**config.mk**
```make
export PLATFORM = sky130hd
export DESIGN_NAME = sensor_offset_reset_standby_ctrl
export DESIGN_NICKNAME = d
export VERILOG_FILES = /design/src/pin_sync.v /design/src/sensor_offset_reset_standby_ctrl.v
export VERILOG_INCLUDE_DIRS = /design/src /design/src/src
export SDC_FILE = /design/constraint.sdc
export NUM_CORES = 1
export LEC_CHECK = 0
export BUFFER_PORTS_ARGS = -buffer_cell sky130_fd_sc_hd__buf_4
export CORE_ASPECT_RATIO = 1.25
export CORE_MARGIN = 3
export CORE_UTILIZATION = 35
export DETAILED_ROUTE_END_ITERATION = 6
export PLACE_DENSITY = 0.52
export SKIP_CTS_REPAIR_TIMING = 1
export SLEW_MARGIN = 10
export SYNTH_ARGS = -nofsm -noshare
export SYNTH_HDL_FRONTEND = slang
export SYNTH_SLANG_ARGS = --single-unit
```
**constraint.sdc**
```tcl
create_clock -name clock_i -period 2.68 [get_ports clock_i]
set_input_delay 0.268 -clock clock_i [delete_from_list [all_inputs] [get_ports clock_i]]
set_output_delay 0.268 -clock clock_i [all_outputs]
set_load 0.01 [all_outputs]
```
**src/sensor_ctrl_map.vh**
```
// register offsets, field positions and reset values of the sensor control block
// assumes inclusion by name from the design files
`ifndef SENSOR_CTRL_MAP_VH
`define SENSOR_CTRL_MAP_VH
`define ADDR_CHIP_CTRL 8'h07
`define ADDR_BLACK_TARGET 8'h49
`define ADDR_OFFSET_G1 8'h60
`define ADDR_OFFSET_G2 8'h61
`define ADDR_OFFSET_CTRL 8'h62
`define ADDR_OFFSET_R 8'h63
`define ADDR_OFFSET_B 8'h64
`define ADDR_SOFT_RESET 8'h0d
`define RST_CHIP_CTRL 16'h0002
`define RST_BLACK_TARGET 16'h0000
`define RST_OFFSET 9'h000
`define RST_ZERO16 16'h0000
`define BIT_SIGN 8
`define BIT_RUN 1
`define BIT_SOFT_RESET 0
`define BIT_OFFSET_EN 0
`define SLAVE_ADDR7 7'h5d
`endif

```
**src/pin_sync.v**
```verilog
// two flip-flop synchroniser for one pin level
// assumes the pin is asynchronous to clock_i
module pin_sync #(
  parameter RESET_LEVEL = 1'b1
) (
  // clock, reset and enable
  input wire clock_i,
  input wire rst_i,
  input wire enable_i,
  // pin and result
  input wire pin_i,
  output reg level_o
);
  reg stage1;
  always @(posedge clock_i) begin
    if (rst_i) begin
      stage1 <= RESET_LEVEL;
      level_o <= RESET_LEVEL;
    end else if (enable_i) begin
      stage1 <= pin_i;
      level_o <= stage1;
    end
  end
endmodule

```
**src/sensor_offset_reset_standby_ctrl.v**
```verilog
// two-wire serial slave with offset, black level, reset and standby registers
// assumes clock_i far faster than the serial clock; sda pin is open drain
// How it works
// RULE1 - bit 8 set makes offset negative
// RULE2 - low eight bits give offset magnitude
// RULE3 - four offsets, each for its colour
// RULE4 - offsets applied only when enable set
// RULE5 - black target drives digital offset output
// RULE6 - soft reset bit holds defaults until cleared
// RULE7 - reset pin low holds device reset
// RULE8 - run bit clear halts readout, powers down
// RULE9 - standby lasts until run bit set
// RULE10 - host raises standby pin afterwards
// RULE11 - slave only; master drives the clock
// RULE12 - data line driven low only when granted
// RULE13 - start, address, ack, byte, stop symbols
// RULE14 - sixteen-bit registers, address auto increments
// RULE15 - offsets read back nine bits, rest zero
`include "sensor_ctrl_map.vh"
module sensor_offset_reset_standby_ctrl (
  // clock, reset, enable
  input wire clock_i,
  input wire rst_i,
  input wire clk_en_i,
  // device pins
  input wire reset_n_i,
  input wire standby_i,
  // serial bus
  input wire serial_clock_i,
  input wire serial_bus_data_line_i,
  output reg serial_bus_data_line_o,
  output reg serial_bus_data_line_oe_n_o,
  // pixel colour selection and applied corrections
  input wire [1:0] colour_i,
  output reg [8:0] applied_offset_o,
  output reg [15:0] black_target_o,
  // status
  output reg readout_run_o,
  output reg analog_power_o,
  output reg standby_o,
  output reg in_reset_o
);
  localparam ST_IDLE = 6'h01;
  localparam ST_ADDR = 6'h02;
  localparam ST_ACK = 6'h04;
  localparam ST_RECV = 6'h08;
  localparam ST_SEND = 6'h10;
  localparam ST_MACK = 6'h20;
  localparam COL_G1 = 2'h0;
  localparam COL_R = 2'h1;
  localparam COL_B = 2'h2;
  localparam COL_G2 = 2'h3;

  wire scl;
  wire sda;
  wire reset_pin_n;
  wire standby_pin;
  reg scl_d;
  reg sda_d;
  reg [5:0] state;
  reg [2:0] bit_cnt;
  reg [7:0] shift;
  reg [7:0] reg_addr;
  reg [7:0] high_byte;
  reg addr_phase;
  reg byte_low;
  reg reading;
  reg matched;
  reg have_bits;
  reg [15:0] chip_ctrl;
  reg [15:0] black_target;
  reg [8:0] off_g1;
  reg [8:0] off_g2;
  reg [8:0] off_r;
  reg [8:0] off_b;
  reg offset_en;
  reg soft_reset;
  reg [15:0] read_word;
  reg [8:0] sel_offset;

  pin_sync #(.RESET_LEVEL(1'b1)) sync_scl (.clock_i(clock_i), .rst_i(rst_i), .enable_i(clk_en_i),
    .pin_i(serial_clock_i), .level_o(scl));
  pin_sync #(.RESET_LEVEL(1'b1)) sync_sda (.clock_i(clock_i), .rst_i(rst_i), .enable_i(clk_en_i),
    .pin_i(serial_bus_data_line_i), .level_o(sda));
  pin_sync #(.RESET_LEVEL(1'b0)) sync_rst (.clock_i(clock_i), .rst_i(rst_i), .enable_i(clk_en_i),
    .pin_i(reset_n_i), .level_o(reset_pin_n));
  pin_sync #(.RESET_LEVEL(1'b0)) sync_stb (.clock_i(clock_i), .rst_i(rst_i), .enable_i(clk_en_i),
    .pin_i(standby_i), .level_o(standby_pin));

  wire scl_rise = scl & ~scl_d;
  wire scl_fall = ~scl & scl_d;
  wire start_cond = scl & scl_d & sda_d & ~sda; // see RULE13
  wire stop_cond = scl & scl_d & ~sda_d & sda; // see RULE13
  wire pin_reset = ~reset_pin_n; // see RULE7
  wire reg_reset = rst_i | (clk_en_i & pin_reset);
  wire [7:0] shifted = {shift[6:0], sda};

  // register read mux
  always @* begin
    read_word = `RST_ZERO16;
    case (reg_addr)
      `ADDR_CHIP_CTRL: read_word = chip_ctrl;
      `ADDR_BLACK_TARGET: read_word = black_target;
      `ADDR_OFFSET_G1: read_word = {7'h00, off_g1}; // see RULE15
      `ADDR_OFFSET_G2: read_word = {7'h00, off_g2}; // see RULE15
      `ADDR_OFFSET_R: read_word = {7'h00, off_r}; // see RULE15
      `ADDR_OFFSET_B: read_word = {7'h00, off_b}; // see RULE15
      `ADDR_OFFSET_CTRL: read_word = {15'h0000, offset_en};
      `ADDR_SOFT_RESET: read_word = {15'h0000, soft_reset};
      default: read_word = `RST_ZERO16;
    endcase
  end

  // colour selection of the offset
  always @* begin
    case (colour_i)
      COL_G1: sel_offset = off_g1; // see RULE3
      COL_R: sel_offset = off_r; // see RULE3
      COL_B: sel_offset = off_b; // see RULE3
      COL_G2: sel_offset = off_g2; // see RULE3
      default: sel_offset = off_g2; // see RULE3
    endcase
  end

  // serial slave state machine
  always @(posedge clock_i) begin
    if (rst_i) begin
      scl_d <= 1'b1;
      sda_d <= 1'b1;
      state <= ST_IDLE;
      bit_cnt <= 3'h0;
      shift <= 8'h00;
      reg_addr <= 8'h00;
      high_byte <= 8'h00;
      addr_phase <= 1'b0;
      byte_low <= 1'b0;
      reading <= 1'b0;
      matched <= 1'b0;
      have_bits <= 1'b0;
      serial_bus_data_line_o <= 1'b1;
      serial_bus_data_line_oe_n_o <= 1'b1;
    end else if (clk_en_i) begin
      scl_d <= scl;
      sda_d <= sda;
      if (pin_reset) begin
        state <= ST_IDLE;
        serial_bus_data_line_oe_n_o <= 1'b1;
      end else if (start_cond) begin
        state <= ST_ADDR;
        bit_cnt <= 3'h0;
        byte_low <= 1'b0;
        have_bits <= 1'b0;
        serial_bus_data_line_oe_n_o <= 1'b1;
      end else if (stop_cond) begin
        state <= ST_IDLE;
        serial_bus_data_line_oe_n_o <= 1'b1; // see RULE12
      end else begin
        case (state)
          ST_IDLE: begin
            serial_bus_data_line_oe_n_o <= 1'b1;
          end
          ST_ADDR, ST_RECV: begin
            if (scl_rise) begin
              shift <= shifted;
              bit_cnt <= bit_cnt + 3'h1;
              have_bits <= 1'b1;
            end
            // byte ends at the fall after eight rises, not the fall after start
            if (scl_fall && bit_cnt == 3'h0 && have_bits) begin
              have_bits <= 1'b0;
              if (state == ST_ADDR) begin
                matched <= (shift[7:1] == `SLAVE_ADDR7);
                reading <= shift[0];
                addr_phase <= ~shift[0];
                if (shift[7:1] == `SLAVE_ADDR7) begin
                  serial_bus_data_line_oe_n_o <= 1'b0; // see RULE11
                  serial_bus_data_line_o <= 1'b0;
                  state <= ST_ACK;
                end else begin
                  state <= ST_IDLE;
                end
              end else begin
                if (addr_phase) begin
                  reg_addr <= shift;
                  addr_phase <= 1'b0;
                end else if (!byte_low) begin
                  high_byte <= shift;
                  byte_low <= 1'b1;
                end else begin
                  byte_low <= 1'b0;
                  reg_addr <= reg_addr + 8'h01; // see RULE14
                end
                serial_bus_data_line_oe_n_o <= 1'b0; // see RULE12
                serial_bus_data_line_o <= 1'b0;
                state <= ST_ACK;
              end
            end
          end
          ST_ACK: begin
            if (scl_fall) begin
              bit_cnt <= 3'h0;
              if (reading) begin
                shift <= byte_low ? read_word[7:0] : read_word[15:8];
                serial_bus_data_line_o <= 1'b0;
                serial_bus_data_line_oe_n_o <= byte_low ? read_word[7] : read_word[15]; // see RULE12
                state <= ST_SEND;
              end else begin
                serial_bus_data_line_oe_n_o <= 1'b1;
                state <= ST_RECV;
              end
            end
          end
          // shift out msb first while the clock is low
          ST_SEND: begin
            if (scl_fall) begin
              bit_cnt <= bit_cnt + 3'h1;
              if (bit_cnt == 3'h7) begin
                serial_bus_data_line_oe_n_o <= 1'b1;
                state <= ST_MACK;
              end else begin
                serial_bus_data_line_oe_n_o <= shift[6];
                shift <= {shift[6:0], 1'b0};
              end
            end
          end
          ST_MACK: begin
            if (scl_rise) begin
              if (sda) begin
                state <= ST_IDLE;
              end else begin
                if (byte_low) begin
                  reg_addr <= reg_addr + 8'h01; // see RULE14
                end
                byte_low <= ~byte_low;
                state <= ST_ACK;
              end
            end
          end
          default: state <= ST_IDLE;
        endcase
      end
    end
  end

  // write strobe once sixteen bits have arrived
  wire word_done = clk_en_i & ~pin_reset & ~start_cond & ~stop_cond & (state == ST_RECV) & scl_fall &
    (bit_cnt == 3'h0) & have_bits & ~addr_phase & byte_low & matched & ~reading;
  wire [15:0] wdata = {high_byte, shift};

  // soft reset bit is only cleared by writing it or by hard reset
  always @(posedge clock_i) begin
    if (reg_reset) begin
      soft_reset <= 1'b0;
    end else if (word_done && reg_addr == `ADDR_SOFT_RESET) begin
      soft_reset <= wdata[`BIT_SOFT_RESET]; // see RULE6
    end
  end

  // control and offset registers
  always @(posedge clock_i) begin
    // soft reset keeps the bank at defaults until it is cleared
    if (reg_reset || (clk_en_i && soft_reset)) begin
      chip_ctrl <= `RST_CHIP_CTRL; // see RULE6
      black_target <= `RST_BLACK_TARGET;
      off_g1 <= `RST_OFFSET;
      off_g2 <= `RST_OFFSET;
      off_r <= `RST_OFFSET;
      off_b <= `RST_OFFSET;
      offset_en <= 1'b0;
    end else if (word_done) begin
      case (reg_addr)
        `ADDR_CHIP_CTRL: chip_ctrl <= wdata; // see RULE9
        `ADDR_BLACK_TARGET: black_target <= wdata;
        `ADDR_OFFSET_G1: off_g1 <= wdata[`BIT_SIGN:0];
        `ADDR_OFFSET_G2: off_g2 <= wdata[`BIT_SIGN:0];
        `ADDR_OFFSET_R: off_r <= wdata[`BIT_SIGN:0];
        `ADDR_OFFSET_B: off_b <= wdata[`BIT_SIGN:0];
        `ADDR_OFFSET_CTRL: offset_en <= wdata[`BIT_OFFSET_EN];
        default: offset_en <= offset_en;
      endcase
    end
  end

  // applied corrections and status outputs
  always @(posedge clock_i) begin
    if (rst_i) begin
      applied_offset_o <= `RST_OFFSET;
      black_target_o <= `RST_BLACK_TARGET;
      readout_run_o <= 1'b0;
      analog_power_o <= 1'b0;
      standby_o <= 1'b0;
      in_reset_o <= 1'b1;
    end else if (clk_en_i) begin
      // sign in bit 8, magnitude in bits 7:0
      applied_offset_o <= offset_en ? sel_offset : `RST_OFFSET; // see RULE4 RULE1 RULE2
      black_target_o <= black_target; // see RULE5
      readout_run_o <= chip_ctrl[`BIT_RUN] & ~soft_reset & ~pin_reset; // see RULE8
      analog_power_o <= chip_ctrl[`BIT_RUN] & ~pin_reset; // see RULE8
      standby_o <= ~chip_ctrl[`BIT_RUN] & standby_pin; // see RULE10
      in_reset_o <= soft_reset | pin_reset; // see RULE7
    end
  end
endmodule

```
# ---- After elaboration in Yosys (flattened, before gate mapping)
# Index checks and enable logic that the tools add are counted.
# W data, S select, Z words.
dict set report word_totals {
  reg_bits 149
  latch_bits 0
  ram_bits 0
  rom_bits 0
  inputBits 9
  memories 0
}
dict set report classes {
  n_addsub 2
  multipliers 0
  n_div 0
  order_cmp 0
  eq_ne 46
  n_shift 0
  mux 66
  n_bitwise 39
  n_reduce_logical 33
}
# operator count
set ops {}
lappend ops {{$pmux W16 S8} 1}
lappend ops {{$mux W8} 12}
lappend ops {{$mux W6} 9}
lappend ops {{$eq A8 B7 Y1 const B} 6}
lappend ops {{$pmux W9 S4} 1}
lappend ops {{$reduce_and A9 Y1} 4}
lappend ops {{$pmux W6 S5} 1}
lappend ops {{$mux W1} 27}
lappend ops {{$ne A3 B3 Y1 const B} 9}
lappend ops {{$ne A5 B5 Y1 const B} 5}
lappend ops {{$pmux W8 S3} 1}
lappend ops {{$and A1 B1 Y1} 23}
lappend ops {{$mux W3} 7}
lappend ops {{$reduce_and A7 Y1} 3}
lappend ops {{$ne A2 B2 Y1 const B} 10}
lappend ops {{$pmux W8 S2} 1}
lappend ops {{$not A1 Y1} 14}
lappend ops {{$reduce_and A2 Y1} 7}
lappend ops {{$reduce_and A6 Y1} 2}
lappend ops {{$reduce_and A10 Y1} 1}
lappend ops {{$mux W9} 1}
lappend ops {{$pmux W3 S3} 1}
lappend ops {{$reduce_bool A3 Y1} 3}
lappend ops {{$add A8 B1 Y8 const B} 1}
lappend ops {{28 further kinds} 36}

# ---- Longest topological paths before layout
dict set report logic_depth {
  word_depth 15
  ltp_mapped 10
  ltp_nobuf 8
}

# ---- Cells and area by module
# Synthesis repeated with hierarchy kept, for this count alone.
dict set report hier_totals {
  hier_cells 827
  hier_area_um2 7225.7
}
# mod instances cells_per_inst area_each_um2
set by_module_without_submodules {}
lappend by_module_without_submodules {sensor_offset_reset_standby_ctrl 1 803 6950.4}
lappend by_module_without_submodules {{pin_sync at sync_scl ...} 2 6 70.1}
lappend by_module_without_submodules {{pin_sync at sync_rst ...} 2 6 67.6}

# ---- Worst setup path after synthesis
# OpenSTA, ideal clock, no wires.
dict set report synth_timing {
  path_type {register -> register}
  from {reg reg_addr[1]}
  to {reg black_target[10]}
  setup_ns 0.128
  arrival_ns 2.098
  setup_slack_ns 0.454
  path_stages_with_launch 10
  path_buffers 2
  period_less_slack_ns 2.226
  path_cell_list {dfxtp_1 > inv_1 > ha_1 > nand2_1 > nor4bb_1 > nor2b_1 > buf_2 > buf_4 > mux2i_1 > nor2_1}
}
dict set report synth_between {
  elab_chain_len 2
}
# item line
set synth_rtl {}
lappend synth_rtl {{start: declaration} sensor_offset_reset_standby_ctrl.v:63} ;# reg [7:0] reg_addr;
lappend synth_rtl {{start signal: assignment} sensor_offset_reset_standby_ctrl.v:184} ;# reg_addr <= shift;
lappend synth_rtl {{start signal: assignment} sensor_offset_reset_standby_ctrl.v:191} ;# reg_addr <= reg_addr + 8'h01;
lappend synth_rtl {{start signal: assignment} sensor_offset_reset_standby_ctrl.v:232} ;# reg_addr <= reg_addr + 8'h01;
lappend synth_rtl {{$eq A8 B7 Y1} sensor_offset_reset_standby_ctrl.v:271} ;# case (reg_addr)
lappend synth_rtl {{$reduce_and A2 Y1 (no line)} --}
lappend synth_rtl {{end signal: assignment} sensor_offset_reset_standby_ctrl.v:264} ;# black_target <= `RST_BLACK_TARGET;
lappend synth_rtl {{end signal: assignment} sensor_offset_reset_standby_ctrl.v:273} ;# `ADDR_BLACK_TARGET: black_target <= wdata;
lappend synth_rtl {{end: declaration} sensor_offset_reset_standby_ctrl.v:71} ;# reg [15:0] black_target;
# No other way between the ends.
# A chain may end at the register's enable or synchronous reset.

# ---- Final worst setup path
dict set report layout_timing {
  from {reg reg_addr[0]}
  to {reg shift[6]}
}
dict set report layout_between {
  elab_chain_len 6
  word_cells_on_any_way 13
  classes_between {eq/ne (8); mux (5)}
}
# item line
set layout_rtl {}
lappend layout_rtl {{$eq A8 B4 Y1, or another cell as far along} sensor_offset_reset_standby_ctrl.v:101} ;# case (reg_addr)
lappend layout_rtl {{$pmux W16 S8 *} sensor_offset_reset_standby_ctrl.v:101}
lappend layout_rtl {{$mux W8 *} sensor_offset_reset_standby_ctrl.v:203} ;# shift <= byte_low ? read_word[7:0] : read_word[15:8];
lappend layout_rtl {{$mux W8 *} sensor_offset_reset_standby_ctrl.v:202} ;# if (reading) begin
lappend layout_rtl {{$mux W8 *} sensor_offset_reset_standby_ctrl.v:200} ;# if (scl_fall) begin
lappend layout_rtl {{$pmux W8 S3 *} sensor_offset_reset_standby_ctrl.v:158} ;# case (state)
lappend layout_rtl {{end signal: assignment} sensor_offset_reset_standby_ctrl.v:164} ;# shift <= shifted;
lappend layout_rtl {{end signal: assignment} sensor_offset_reset_standby_ctrl.v:203}
lappend layout_rtl {{end signal: assignment} sensor_offset_reset_standby_ctrl.v:222} ;# shift <= {shift[6:0], 1'b0};
lappend layout_rtl {{end: declaration} sensor_offset_reset_standby_ctrl.v:62} ;# reg [7:0] shift;
# Every way passes the cells marked *; elsewhere a longest branch is shown, timed or not. The select of a mux whose other input is x is not followed.

==> impl_metrics.ini <==
[worst_hold_path]
worstHoldPathType = input port to flop
worstHoldPathCells = 3
hold_end = sync_scl.stage1
holdCritStartpoint = serial_clock_i

[floorplanning]
core-area_mm2 = 0.01976
io_pins = 40
die_x_um = 133.8
rows = 57
start_util_pct = 36.18
die_y_um = 165.8
die_area_mm2 = 0.02218

[synth]
ys.warnings.count = 0
syn_inst = 813
syn_nets = 829
synth_edf_count = 0
synthArstFlopShare_pct = 0
syn_area_mm2 = 0.007147
seq_area_frac_synth_pct = 41.74
yosysUniqueCellTypes = 68
syn_area_per_cell_um2 = 8.791
ys_seq_elements = 149
ys.flop_type = dfxtp_1

[routing]
route.detailed.drc = 0
finalWirelength_mm = 20.62
route.vias.total = 6052
wl_per_cell_um = 18.48
viasPerCell = 5.423
drtIter0Drc = 538
dr.pass1.iters = 5
postRouteAntennaNets = 0

[pwr]
power.density_mw_per_mm2 = 576.9
total_leakage_power_nw = 2.967
irDropWorstVdd_v = 0.0004180

[critical_path]
cp.arrival_ns = 2.80
endpoint_kind = flop
r2r_slack_ns = 0.17
path_class = flop to flop
crit_fanout = 6
reg2reg_depth = 9
r2r_end = shift[6]
required_ns = 2.98
r2r-start = reg_addr[0]
startpoint_type = flop

[timing]
fin_setup_tns_ns = 0
worstMarginPinSlew_ns = 0.6240
max_clock_freq_mhz = 399.0
finalCritPeriodShare_pct = 93.52
rsz0062_at_grt = false
period_minus_slack_ns = 2.506
drv_slew = 0
relSlewSlack_pct = 58.02
final.setup_skew_ns = 0.02365
worst_hold_slack_ns = 0.04945
setup_viol = 0
finalHoldViolCount = 0

[global_route]
track_usage_pct = 18.72
grt_max_degree = 42
antenna_found_initial = 0
grt_pass1_vias = 5827
grt_pass1_wl_mm = 32.82
overflow = 0

[job]
maxCapViolations = 0

[clock_tree]
clock_sinks = 149
cts_tree = done
clock_latency_ns = 0.43
cts_buffers = 17
clock_path_buffers = 2
root_buffer = clkbuf_16
clkTransAtPathRegs_ns = 0.06
htreeDepth = 4

[layout]
nFillCells = 2006
fin_nets = 855
drive_gt1_share_pct = 16.69
antenna_cells = 0
multi_input_area_mm2 = 0.003825
register_area_mm2 = 0.002983
syn_to_final_growth_pct = 17.45

[placement]
dp.final_hpwl_mm = 14.19
gp_congestion = 0.8957
portBuffers = 39

[status]
outcome = complete, no violations
layout by cell type, fill, tap and decap left out, types with 3 or more instances in the layout:
cell        instances
dfxtp_1           149
nor2_1            115
mux2i_1            80
buf_4              72
nand2_1            52
a21oi_1            52
nand3_1            40
o21ai_1            21
o21ai_0            20
nor3_1             20
clkbuf_16          17
a221oi_1           16
nor2b_1            15
inv_1              13
and2_1              9
mux4_2              9
or3_1               8
a222oi_1            8
o21ai_2             7
ha_1                7
nand4_1             6
a2bb2oi_1           6
nand3b_1            5
nor4_1              5
o32ai_1             5
nand2b_1            4
or2_2               4
o211ai_1            4
a31oi_1             4
clkinvlp_4          4
a22oi_1             3
o2111ai_1           3
o22ai_1             3
a21o_1              3
nand2_4             3
a211oi_1            3
bufinv_16           3
buf_12              3
cells in the mapped netlist (13+ instances only):
cell | number | area [µm²]
nor2b_1 | 16 | 100.1
nor2_1 | 115 | 431.7
o21ai_1 | 21 | 105.1
nand3_1 | 40 | 200.2
a21oi_1 | 53 | 265.3
nand2_1 | 52 | 195.2
a221oi_1 | 16 | 140.1
nor3_1 | 20 | 100.1
mux2i_1 | 80 | 800.8
inv_1 | 13 | 48.80
clkbuf_1 | 42 | 157.7
dfxtp_1 | 149 | 2983
o21ai_0 | 20 | 100.1
buf_2 | 15 | 75.07
sequential cells by signal, summed over array words and instances, names as in the netlist, 3 cells and up:
register / cells
black_target_o: 16
reg_addr: 8
off_r: 9
shift: 8
applied_offset_o: 9
bit_cnt: 3
black_target: 16
off_g2: 9
chip_ctrl: 16
off_g1: 9
state: 6
high_byte: 8
off_b: 9
layout make-up:
| type | instances | area share, % |
|---|---|---|
| flip-flops and latches | 149 | 35.53 |
| clock inverters | 11 | 1.804 |
| well taps | 265 | 3.950 |
| repair buffers | 75 | 7.155 |
| clock buffers | 20 | 5.321 |
| inverters | 15 | 0.6707 |
| multi-input cells | 581 | 45.57 |
where the power goes:
group | switching [mW] | internal, mW | total (mW)
clock | 0.973 | 1.49 | 2.46
sequential | 0.00728 | 2.22 | 2.23
combinational | 0.102 | 0.0494 | 0.151
metal layers:
metal / track usage, % / wire (µm) / part of all wire [%] / vias up
met5: 0 / 0 / 0 / -
met4: 6.443 / 465 / 2.3 / 0
met3: 2.970 / 616 / 3.0 / 26
met2: 31.49 / 10230 / 50 / 121
met1: 24.38 / 9311 / 45 / 2919
li1: - / - / - / 2986
cell families after synthesis:
kind of cell               count (synthesis)  synth area share, %
muxes                                     89                14.04
buffers and inverters                     83                5.147
xor gates and xnor gates                   3               0.3677
AOI/OAI and AO/OA                        176                16.56
DFF                                      149                41.74
adders and majority gates                  7                1.225
and+or+nand+nor                          306                20.92
worst max-delay path: stages, from the launching register on:
cell and delay (ns):
dfxtp_1 0.44, inv_1 0.10, ha_1 0.32, buf_4 0.21, a222oi_1 0.41, buf_4 0.18
a2bb2oi_1 0.19, a21oi_1 0.11, a221oi_1 0.33, nor3_1 0.08
through the flow:
step                      power (mW)  cell area [µm²]  std cells  worst slack [ns]  utilization (%)
after floorplan                2.381             7147        813            0.4540                -
after global placement         2.433             7792       1085            0.1128            39.45
after detailed placement       2.432             7792       1085           0.08976            39.45
after CTS                      4.902             8391       1116           0.07885            42.47
after global routing           5.000             8394       1116           0.03378            42.49
final                          4.843             8394       1116            0.1736            42.49
worst max path at each step:
stage / endpoint / cells past startpoint / slack [ns] / start
global placement: shift[6] / 6 / 0.11 / state[4]
global route: shift[6] / 9 / 0.03 / reg_addr[0]
finish: shift[6] / 9 / 0.17 / reg_addr[0]
floorplan: black_target[10] / 9 / 0.45 / reg_addr[1]
CTS: shift[6] / 6 / 0.08 / state[4]
detailed placement: shift[6] / 6 / 0.09 / state[4]
Note: power is estimated with default switching activity, not from simulation.
